File: src/ccb_regs.svh
/*
  Register offsets, reset values and timing constants of the clear channel
  backoff unit. Assumes a 20 MHz system clock.
*/
`ifndef CCB_REGS_SVH
`define CCB_REGS_SVH

// ****************************************************************
// Register map (word offsets on the plain register port)
// ****************************************************************
`define CCB_OFF_THRESH     4'h0
`define CCB_OFF_MINBE      4'h1
`define CCB_OFF_MACMODE    4'h2
`define CCB_OFF_RETRY      4'h3
`define CCB_OFF_FAILCNT    4'h4
`define CCB_OFF_STATUS     4'h5

// ****************************************************************
// Reset values and limits
// ****************************************************************
`define CCB_THRESH_RST     8'h2C
`define CCB_THRESH_MAX     8'h50
`define CCB_MINBE_RST      3'h0
`define CCB_BE_MAX         3'h5
`define CCB_FAIL_MAX       16'hFFFF
`define CCB_CYCLES_PER_TRY 3'h5
`define CCB_APP_RETRIES    2'h2
`define CCB_RETRY_RST      2'h3
`define CCB_LFSR_SEED      16'hACE1
`define CCB_LFSR_TAPS      16'hB400

// ****************************************************************
// Timing
// ****************************************************************
`define CCB_CLK_HZ         20000000
`define CCB_SYM_HZ         62500
`define CCB_SYM_CYC        (`CCB_CLK_HZ / `CCB_SYM_HZ)
`define CCB_SYM_PER_BO     5'h14
`define CCB_APP_DLY_MIN_MS 1
`define CCB_APP_DLY_MAX_MS 48
`define CCB_CYC_PER_MS     (`CCB_CLK_HZ / 1000)
`define CCB_APP_MIN_CYC    (`CCB_APP_DLY_MIN_MS * `CCB_CYC_PER_MS)
`define CCB_APP_SPAN_MS    (`CCB_APP_DLY_MAX_MS - `CCB_APP_DLY_MIN_MS)
`define CCB_APP_SPAN_CYC   (`CCB_APP_SPAN_MS * `CCB_CYC_PER_MS)

`endif

File: src/ccb_pkg.sv
/*
  Types shared by the clear channel backoff unit.
  Assumes ccb_regs.svh holds the numeric constants.
*/
package ccb_pkg;

  // Software register port request
  typedef struct packed {
    logic [3:0]  addr;
    logic [15:0] wdata;
    logic        wr;
    logic        rd;
  } ccb_bus_t;

  // Transmit request from the source
  typedef struct packed {
    logic valid;
    logic bcast;
  } ccb_txreq_t;

  // Result reported back for one frame
  typedef struct packed {
    logic done;
    logic ok;
    logic ccaErr;
  } ccb_txres_t;

endpackage : ccb_pkg

File: src/ccb_backoff.sv
/*
  Clear channel assessment and transmit backoff unit.
  Assumes a transmit source that holds txReq.valid until txRes.done, and an
  energy detector that answers edStart with edDone and an energy code where
  a larger code means a weaker (more negative dBm) level.
*/
// Implementation choices: the register addresses and the address-and-strobe port.
`timescale 1ns/1ps
`include "ccb_regs.svh"
module ccb_backoff
  import ccb_pkg::*;
(
  input  wire logic        clock,
  input  wire logic        reset,
  input  wire ccb_bus_t    bus,
  output logic [15:0]      rdata,
  input  wire ccb_txreq_t  txReq,
  output ccb_txres_t       txRes,
  output logic             txGo,
  output logic             edStart,
  input  wire logic        edDone,
  input  wire logic [7:0]  edLevel
);

  // ****************************************************************
  // Types and helpers
  // ****************************************************************
  typedef enum logic [2:0] {
    IDLE, BACKOFF, DETECT, WAITED, APPDLY, DONE
  } ccb_state_t;

  // Codes are inverted dBm: energy is louder than threshold when code smaller
  function automatic logic ccb_busy(input logic [7:0] lvl,
                                    input logic [7:0] thr);
    ccb_busy = (lvl < thr);
  endfunction : ccb_busy

  // Mask of 2^n - 1 on the random draw
  function automatic logic [15:0] ccb_mask(input logic [2:0] n);
    ccb_mask = 16'((17'h00001 << n) - 17'h00001);
  endfunction : ccb_mask

  // ****************************************************************
  // Submodules
  // ****************************************************************
  logic [15:0] rnd;
  logic        symTick;

  ccb_lfsr u_lfsr (
    .clock (clock),
    .reset (reset),
    .rnd   (rnd)
  );

  ccb_symtick u_tick (
    .clock (clock),
    .reset (reset),
    .tick  (symTick)
  );

  // ****************************************************************
  // Software registers
  // ****************************************************************
  logic [7:0]  thresh_ff,  nxt_thresh;
  logic [2:0]  minBe_ff,   nxt_minBe;
  logic        macMode_ff, nxt_macMode;
  logic [1:0]  retry_ff,   nxt_retry;
  logic [15:0] failCnt_ff, nxt_failCnt;
  logic [15:0] rdata_ff,   nxt_rdata;
  logic        macFail;
  ccb_state_t  state_ff;

  // Register writes, read mux and failure counting
  always_comb begin
    nxt_thresh  = thresh_ff;
    nxt_minBe   = minBe_ff;
    nxt_macMode = macMode_ff;
    nxt_retry   = retry_ff;
    nxt_failCnt = failCnt_ff;
    nxt_rdata   = 16'h0000;
    if (macFail && failCnt_ff != `CCB_FAIL_MAX) begin
      nxt_failCnt = failCnt_ff + 16'h0001;
    end
    if (bus.wr) begin
      case (bus.addr)
        `CCB_OFF_THRESH: begin
          // Clamp so a code never goes above that of the weakest allowed level
          nxt_thresh = (bus.wdata[7:0] > `CCB_THRESH_MAX) ?
                       `CCB_THRESH_MAX : bus.wdata[7:0];
        end
        `CCB_OFF_MINBE: begin
          nxt_minBe = (bus.wdata[2:0] > `CCB_BE_MAX) ?
                      `CCB_BE_MAX : bus.wdata[2:0];
        end
        `CCB_OFF_MACMODE: nxt_macMode = bus.wdata[0];
        `CCB_OFF_RETRY:   nxt_retry   = bus.wdata[1:0];
        `CCB_OFF_FAILCNT: begin
          // A zero write restarts statistics; a same-cycle failure still counts
          if (bus.wdata == 16'h0000) begin
            nxt_failCnt = macFail ? 16'h0001 : 16'h0000;
          end
        end
        default: ;
      endcase
    end
    if (bus.rd) begin
      case (bus.addr)
        `CCB_OFF_THRESH:  nxt_rdata = {8'h00, thresh_ff};
        `CCB_OFF_MINBE:   nxt_rdata = {13'h0000, minBe_ff};
        `CCB_OFF_MACMODE: nxt_rdata = {15'h0000, macMode_ff};
        `CCB_OFF_RETRY:   nxt_rdata = {14'h0000, retry_ff};
        `CCB_OFF_FAILCNT: nxt_rdata = failCnt_ff;
        `CCB_OFF_STATUS:  nxt_rdata = {13'h0000, state_ff};
        default:          nxt_rdata = 16'h0000;
      endcase
    end
  end

  always_ff @(posedge clock or posedge reset) begin
    if (reset) begin
      thresh_ff  <= `CCB_THRESH_RST;
      minBe_ff   <= `CCB_MINBE_RST;
      macMode_ff <= 1'b0;
      retry_ff   <= `CCB_RETRY_RST;
      failCnt_ff <= 16'h0000;
      rdata_ff   <= 16'h0000;
    end else begin
      thresh_ff  <= nxt_thresh;
      minBe_ff   <= nxt_minBe;
      macMode_ff <= nxt_macMode;
      retry_ff   <= nxt_retry;
      failCnt_ff <= nxt_failCnt;
      rdata_ff   <= nxt_rdata;
    end
  end

  assign rdata = rdata_ff;

  // ****************************************************************
  // Transmit sequence
  // ****************************************************************
  ccb_state_t  nxt_state;
  logic [2:0]  be_ff,     nxt_be;
  logic [2:0]  cycles_ff, nxt_cycles;
  logic [1:0]  appLeft_ff, nxt_appLeft;
  logic [15:0] periods_ff, nxt_periods;
  logic [4:0]  sym_ff,     nxt_sym;
  logic [19:0] dly_ff,     nxt_dly;
  logic        ok_ff,      nxt_ok;
  logic        err_ff,     nxt_err;
  logic        go_ff,      nxt_go;
  logic        busy;

  assign busy = ccb_busy(edLevel, thresh_ff);

  // Mac mode one gives no application retries; in mode zero broadcast always gets two
  function automatic logic [1:0] ccb_retries(input logic mm,
                                             input logic bc,
                                             input logic [1:0] rr);
    if (mm) ccb_retries = 2'h0;
    else if (bc || rr == 2'h0) ccb_retries = `CCB_APP_RETRIES;
    else ccb_retries = (rr > `CCB_APP_RETRIES) ? `CCB_APP_RETRIES : rr;
  endfunction : ccb_retries

  // Next-state logic of the unslotted backoff loop
  always_comb begin
    nxt_state   = state_ff;
    nxt_be      = be_ff;
    nxt_cycles  = cycles_ff;
    nxt_appLeft = appLeft_ff;
    nxt_periods = periods_ff;
    nxt_sym     = sym_ff;
    nxt_dly     = dly_ff;
    nxt_ok      = 1'b0;
    nxt_err     = 1'b0;
    nxt_go      = 1'b0;
    macFail     = 1'b0;
    case (state_ff)
      IDLE: begin
        if (txReq.valid) begin
          nxt_appLeft = ccb_retries(macMode_ff, txReq.bcast,
                                    retry_ff);
          nxt_be      = minBe_ff;
          nxt_cycles  = 3'h0;
          nxt_periods = rnd & ccb_mask(minBe_ff);
          nxt_sym     = 5'h00;
          nxt_state   = BACKOFF;
        end
      end
      BACKOFF: begin
        // Count whole backoff periods of twenty symbols
        if (periods_ff == 16'h0000) begin
          nxt_state = DETECT;
        end else if (symTick) begin
          if (sym_ff == `CCB_SYM_PER_BO - 5'h01) begin
            nxt_sym     = 5'h00;
            nxt_periods = periods_ff - 16'h0001;
          end else begin
            nxt_sym = sym_ff + 5'h01;
          end
        end
      end
      DETECT: nxt_state = WAITED;
      WAITED: begin
        if (edDone) begin
          if (!busy) begin
            nxt_go    = 1'b1;
            nxt_ok    = 1'b1;
            nxt_state = DONE;
          end else if (cycles_ff == `CCB_CYCLES_PER_TRY - 3'h1) begin
            macFail = 1'b1;
            if (appLeft_ff == 2'h0) begin
              nxt_err   = 1'b1;
              nxt_state = DONE;
            end else begin
              nxt_appLeft = appLeft_ff - 2'h1;
              // Random wait in the 1..48 ms window; 16-bit draw keeps it short
              nxt_dly = 20'(`CCB_APP_MIN_CYC) +
                        ({4'h0, rnd} % 20'(`CCB_APP_SPAN_CYC));
              nxt_state = APPDLY;
            end
          end else begin
            nxt_cycles  = cycles_ff + 3'h1;
            nxt_be      = (be_ff == `CCB_BE_MAX) ? be_ff : be_ff + 3'h1;
            nxt_periods = rnd & ccb_mask(nxt_be);
            nxt_sym     = 5'h00;
            nxt_state   = BACKOFF;
          end
        end
      end
      APPDLY: begin
        if (dly_ff == 20'h00000) begin
          nxt_be      = minBe_ff;
          nxt_cycles  = 3'h0;
          nxt_periods = rnd & ccb_mask(minBe_ff);
          nxt_sym     = 5'h00;
          nxt_state   = BACKOFF;
        end else begin
          nxt_dly = dly_ff - 20'h00001;
        end
      end
      DONE: begin
        if (!txReq.valid) nxt_state = IDLE;
      end
      default: nxt_state = IDLE;
    endcase
  end

  always_ff @(posedge clock or posedge reset) begin
    if (reset) begin
      state_ff   <= IDLE;
      be_ff      <= 3'h0;
      cycles_ff  <= 3'h0;
      appLeft_ff <= 2'h0;
      periods_ff <= 16'h0000;
      sym_ff     <= 5'h00;
      dly_ff     <= 20'h00000;
      ok_ff      <= 1'b0;
      err_ff     <= 1'b0;
      go_ff      <= 1'b0;
    end else begin
      state_ff   <= nxt_state;
      be_ff      <= nxt_be;
      cycles_ff  <= nxt_cycles;
      appLeft_ff <= nxt_appLeft;
      periods_ff <= nxt_periods;
      sym_ff     <= nxt_sym;
      dly_ff     <= nxt_dly;
      ok_ff      <= nxt_ok;
      err_ff     <= nxt_err;
      go_ff      <= nxt_go;
    end
  end

  assign edStart      = (state_ff == DETECT);
  assign txGo         = go_ff;
  assign txRes.done   = ok_ff | err_ff;
  assign txRes.ok     = ok_ff;
  assign txRes.ccaErr = err_ff;

  // ****************************************************************
  // Assertions
  // ****************************************************************
  a_busy_no_go: assert property (
    @(posedge clock) disable iff (reset)
    (state_ff == WAITED && edDone && busy) |=> !txGo)
    else $error("transmit started on busy channel");

  a_clear_go: assert property (
    @(posedge clock) disable iff (reset)
    (state_ff == WAITED && edDone && !busy) |=> txGo && txRes.ok)
    else $error("clear channel did not start transmit");

  a_thresh_max: assert property (
    @(posedge clock) disable iff (reset)
    thresh_ff <= `CCB_THRESH_MAX)
    else $error("threshold beyond weakest code");

  a_fail_count: assert property (
    @(posedge clock) disable iff (reset)
    (macFail && !bus.wr && failCnt_ff != `CCB_FAIL_MAX)
      |=> failCnt_ff == $past(failCnt_ff) + 16'h0001)
    else $error("failure not counted");

  a_fail_sat: assert property (
    @(posedge clock) disable iff (reset)
    (failCnt_ff == `CCB_FAIL_MAX && !bus.wr)
      |=> failCnt_ff == `CCB_FAIL_MAX)
    else $error("failure counter wrapped");

  a_fail_clear: assert property (
    @(posedge clock) disable iff (reset)
    (bus.wr && bus.addr == `CCB_OFF_FAILCNT && bus.wdata == 16'h0000
      && !macFail) |=> failCnt_ff == 16'h0000)
    else $error("failure counter not cleared");

  a_err_end: assert property (
    @(posedge clock) disable iff (reset)
    txRes.ccaErr |-> !txGo ##1 (state_ff == DONE || state_ff == IDLE))
    else $error("error without ending frame");

  a_zero_be: assert property (
    @(posedge clock) disable iff (reset)
    (state_ff == IDLE && txReq.valid && minBe_ff == 3'h0)
      |=> ##1 edStart)
    else $error("delay inserted with zero exponent");

  // Error only follows the last MAC failure, with no retry left
  a_err_after_fail: assert property (
    @(posedge clock) disable iff (reset)
    txRes.ccaErr |-> $past(macFail) && $past(appLeft_ff) == 2'h0)
    else $error("error reported with retries left");

  // In mac mode zero, broadcast, or unicast with zero retry count, loads two retries
  a_bcast_retry: assert property (
    @(posedge clock) disable iff (reset)
    (state_ff == IDLE && txReq.valid && !macMode_ff
      && (txReq.bcast || retry_ff == 2'h0))
      |=> appLeft_ff == `CCB_APP_RETRIES)
    else $error("two retries not granted");

  // Every frame restarts from the minimum exponent
  a_be_start: assert property (
    @(posedge clock) disable iff (reset)
    (state_ff == IDLE && txReq.valid)
      |=> be_ff == $past(minBe_ff) && cycles_ff == 3'h0)
    else $error("frame did not start at minimum exponent");

endmodule : ccb_backoff

File: src/ccb_lfsr.sv
/*
  Free running 16-bit pseudo random source for the backoff draws.
  Assumes a single clock and an asynchronous active high reset.
*/
`timescale 1ns/1ps
`include "ccb_regs.svh"
module ccb_lfsr
  import ccb_pkg::*;
(
  input  wire logic        clock,
  input  wire logic        reset,
  output logic [15:0]      rnd
);

  logic [15:0] lfsr_ff;
  logic [15:0] nxt_lfsr;

  // Galois taps 16,14,13,11 give a maximal sequence; seed must be nonzero
  always_comb begin
    nxt_lfsr = {1'b0, lfsr_ff[15:1]};
    if (lfsr_ff[0]) begin
      nxt_lfsr = nxt_lfsr ^ `CCB_LFSR_TAPS;
    end
  end

  always_ff @(posedge clock or posedge reset) begin
    if (reset) begin
      lfsr_ff <= `CCB_LFSR_SEED;
    end else begin
      lfsr_ff <= nxt_lfsr;
    end
  end

  assign rnd = lfsr_ff;

endmodule : ccb_lfsr

File: src/ccb_symtick.sv
/*
  Symbol rate tick generator: one pulse per radio symbol time.
  Assumes a 20 MHz clock; ratio comes from ccb_regs.svh.
*/
`timescale 1ns/1ps
`include "ccb_regs.svh"
module ccb_symtick
  import ccb_pkg::*;
(
  input  wire logic clock,
  input  wire logic reset,
  output logic      tick
);

  logic [9:0] cnt_ff;
  logic [9:0] nxt_cnt;
  logic       tick_ff;
  logic       nxt_tick;

  // Divide the system clock down to the symbol rate
  always_comb begin
    nxt_tick = 1'b0;
    nxt_cnt  = cnt_ff + 10'h001;
    if (cnt_ff == 10'(`CCB_SYM_CYC - 1)) begin
      nxt_cnt  = 10'h000;
      nxt_tick = 1'b1;
    end
  end

  always_ff @(posedge clock or posedge reset) begin
    if (reset) begin
      cnt_ff  <= 10'h000;
      tick_ff <= 1'b0;
    end else begin
      cnt_ff  <= nxt_cnt;
      tick_ff <= nxt_tick;
    end
  end

  assign tick = tick_ff;

endmodule : ccb_symtick

File: config.mk
export PLATFORM = sky130hd
export DESIGN_NAME = ccb_backoff
export DESIGN_NICKNAME = d
export VERILOG_FILES = /design/src/ccb_pkg.sv /design/src/ccb_backoff.sv /design/src/ccb_lfsr.sv /design/src/ccb_symtick.sv
export VERILOG_INCLUDE_DIRS = /design/src
export SDC_FILE = /design/constraint.sdc
export NUM_CORES = 1
export LEC_CHECK = 0
export ABC_CLOCK_PERIOD_IN_PS = 3800
export BUFFER_PORTS_ARGS = -buffer_cell sky130_fd_sc_hd__clkbuf_2
export CAP_MARGIN = 30
export CELL_PAD_IN_SITES_DETAIL_PLACEMENT = 0
export CELL_PAD_IN_SITES_GLOBAL_PLACEMENT = 1
export CORE_ASPECT_RATIO = 0.75
export CORE_UTILIZATION = 47
export DETAILED_ROUTE_END_ITERATION = 8
export PLACE_DENSITY_LB_ADDON = 0.1
export SYNTH_ARGS = -nofsm -noshare
export SYNTH_HDL_FRONTEND = slang
export SYNTH_HIERARCHICAL = 1
export SYNTH_SLANG_ARGS = --single-unit
File: constraint.sdc
create_clock -name clock -period 3.8 [get_ports clock]
set_input_delay 0.76 -clock clock [delete_from_list [all_inputs] [get_ports clock]]
set_output_delay 0.76 -clock clock [all_outputs]
set_load 0.005 [all_outputs]
==> results.py <==
metrics = {
    "run": {
        "drv_cap": 0,
    },
    "clock_network": {
        "clockRootBuffer": "clkbuf_16",
        "clkLatencyLatePin_ps": 430,
        "cts_buffer_depth": 2,
        "path_clk_slew_ps": 60,
        "cts_tree": "done",
        "hold_buffers": 0,
        "htree_levels": 4,
        "cts_buffers": 17,
        "cts.sink_count": 127,
        "postCtsSetupBuffers": 0,
        "post_cts_resized": 0,
    },
    "layout": {
        "area_growth_pct": 14.1,
        "drive_above_1_share": 0.184,
        "fillCellCount": 1375,
        "num_antenna_cells": 0,
        "post-route-util": 0.548,
        "fin_nets": 891,
    },
    "yosys": {
        "syn_nets": 839,
        "synth.largest_area_cell": "dfrtp_1",
        "syn_area_mm2": 0.00728,
        "ys_types": 77,
        "yosysWarnings": 6,
        "synth.avg_cell_area_um2": 9.29,
        "netlist_instances": 784,
        "dominantRegCellSynth": "dfrtp_1",
        "ys_seq_area_frac": 0.439,
        "synth_most_common_cell": "dfrtp_1",
        "synth-edff-count": 0,
        "yosysTopAreaCellShare": 0.392,
        "synth_common_cells": "114 x dfrtp_1, 79 x o21ai_0, 61 x nand2_1, 61 x nor2_1, 40 x a21oi_1",
        "ys_top_cells_by_area": "dfrtp_1 39%, o21ai_0 5.4%, dfstp_2 4.7%",
        "synthArstFlopShare": 1.00,
        "synth_seq_cells": 127,
    },
    "placement": {
        "preCtsSetupSlack_ps": 557,
        "io_buffers": 55,
        "place_congestion": 0.808,
        "hpwl_um": 14200,
    },
    "pwr": {
        "peakVddDrop_uv": 398,
        "p_per_area_mw_per_mm2": 634,
        "p_leak_nw": 3.72,
        "p_total_mw": 5.27,
    },
    "die": {
        "dieArea_mm2": 0.0160,
        "die_w_um": 146,
        "placementRows": 39,
        "core_mm2": 0.0152,
        "io_pins": 56,
        "initial_core_util": 0.480,
        "fp.dieH_um": 110,
    },
    "timing": {
        "finalMaxSlewViolations": 0,
        "timing.fmax_mhz": 332,
        "fin_tns_setup_ps": 0,
        "timing.final.crit_share": 0.793,
        "finalHoldViolCount": 0,
        "period_needed_ps": 3020,
        "tightest_slew_ps": 810,
        "finalSetupViolations": 0,
        "setup_slack_ps": 785,
        "finClkSkew_ps": 8.35,
        "slew_headroom": 0.455,
        "rsz0062_at_grt": "false",
    },
    "route": {
        "drc_errors": 0,
        "dr.first_iter.drc_count": 498,
        "detail-route-antenna-nets": 0,
        "avgRoutedWirePerCell_um": 18.5,
        "vias": 6347,
        "via_per_inst": 6.02,
        "drt_first_pass_iters": 5,
        "finalWirelength_um": 19500,
    },
    "worst_setup_path": {
        "rrSetupSlack_ps": 780,
        "worstPathRequired_ps": 4080,
        "cp_data_arrival_time_ps": 3300,
        "end_kind": "register",
        "start_kind": "register",
        "critPathKind": "reg -> reg",
        "cp_max_fo": 14,
    },
    "status": {
        "status": "completed",
    },
    "global_route": {
        "grt_pass1_wl_um": 31400,
        "antenna_found_initial": 0,
        "grtUsageTotal": 0.254,
        "overflow": 0,
        "grt_max_degree": 69,
        "grt_pass1_vias": 5836,
    },
    "hold_path": {
        "hp-class": "in -> async",
    },
}
## placed cells by master, fill, tap and decap left out, drive strengths merged, types with 4 or more instances in the layout
master / synthesis / routed
xnor2: 10 / 10
nor2: 61 / 61
or2: 4 / 4
nor3b: 9 / 9
inv: 35 / 38
ha: 20 / 20
mux2: 7 / 7
and3: 21 / 21
dfrtp: 114 / 114
nor3: 18 / 18
nand4: 14 / 14
nand2: 62 / 62
buf: 30 / 25
a21oi: 40 / 40
clkbuf: 17 / 72
or3: 11 / 11
a21o: 5 / 5
or4: 10 / 10
dfstp: 13 / 13
a31oi: 16 / 16
a32oi: 4 / 4
nand2b: 9 / 9
o21ai: 79 / 79
o22a: 4 / 4
clkinvlp: 0 / 6
nand3b: 7 / 7
o211ai: 10 / 10
clkinv: 0 / 5
nand3: 27 / 27
a22oi: 13 / 13
xor2: 14 / 14
o31ai: 9 / 9
nor4: 22 / 22
mux2i: 5 / 5
a22o: 9 / 9
## metrics by stage
step / instances / hold WS [ps] / area, µm²
after floorplan: 784 / 354 / 7280
after global placement: 1020 / 401 / 7710
after detailed placement: 1022 / 407 / 7750
after CTS: 1054 / 296 / 8310
after global routing: 1054 / 311 / 8310
final: 1054 / 305 / 8310
## state kept, by name, indices dropped and copies added, names as in the netlist, 5 cells and up
signal / count
dly_ff: 20
failCnt_ff: 16
periods_ff: 16
rdata: 16
sym_ff: 5
thresh_ff: 8
u_lfsr/rnd: 16
u_tick/cnt_ff: 10
## where the power goes
part / internal (mW) / total (mW) / switching (mW)
sequential: 1.59 / 1.82 / 0.239
combinational: 0.698 / 1.88 / 1.18
clock: 0.903 / 1.57 / 0.669
total: 3.19 / 5.27 / 2.09
## layout make-up
cell class,count,area (µm²),share of cell area
clock buffer,17,425,0.0512
tap,205,256,0.0309
clock inverter,15,138,0.0166
timing repair buffer,80,483,0.0581
multi-input combinational,575,3680,0.443
inverter,35,134,0.0161
sequential,127,3190,0.384
## worst max-delay path: stages, from the launching register on
cell	delay [ps]
dfrtp_1	420
nor4_1	580
nand3b_1	300
o311a_1	440
o221ai_2	500
nand2b_1	450
o221ai_1	180
## layer usage
layer | vias to the layer above | GRT usage | part of all wire
met3 | 31 | 0.0581 | 0.068
met4 | 0 | 0.0752 | 0.012
met5 | - | 0 | 0
li1 | 3004 | - | -
met2 | 216 | 0.344 | 0.40
met1 | 3096 | 0.393 | 0.52
## worst paths after layout
path,from,endpoint,cells past startpoint
max reg2reg,periods_ff[6]$_DFFE_PP0P_,periods_ff[8]$_DFFE_PP0P_,6
min reg2reg,u_lfsr/rnd[6]$_DFF_PP1_,u_lfsr/rnd[5]$_DFF_PP1_,0
min in group clock,u_lfsr/rnd[6]$_DFF_PP1_,u_lfsr/rnd[5]$_DFF_PP1_,0
max,periods_ff[6]$_DFFE_PP0P_,periods_ff[8]$_DFFE_PP0P_,6
max in group asynchronous,reset,periods_ff[15]$_DFFE_PP0P_,4
min,reset,dly_ff[7]$_DFFE_PP0P_,2
## cell families (layout without fill, tap and decap cells)
family          after synthesis  after routing  share of synthesized area
compound gates              223            223                      0.198
xor+xnor                     24             24                     0.0289
fa+ha+maj                    20             20                     0.0344
buf+inv                      82            147                     0.0560
flops                       127            127                      0.439
mux                          14             14                     0.0244
simple gates                294            294                      0.220
No activity file was read; power rests on OpenSTA's default activity.
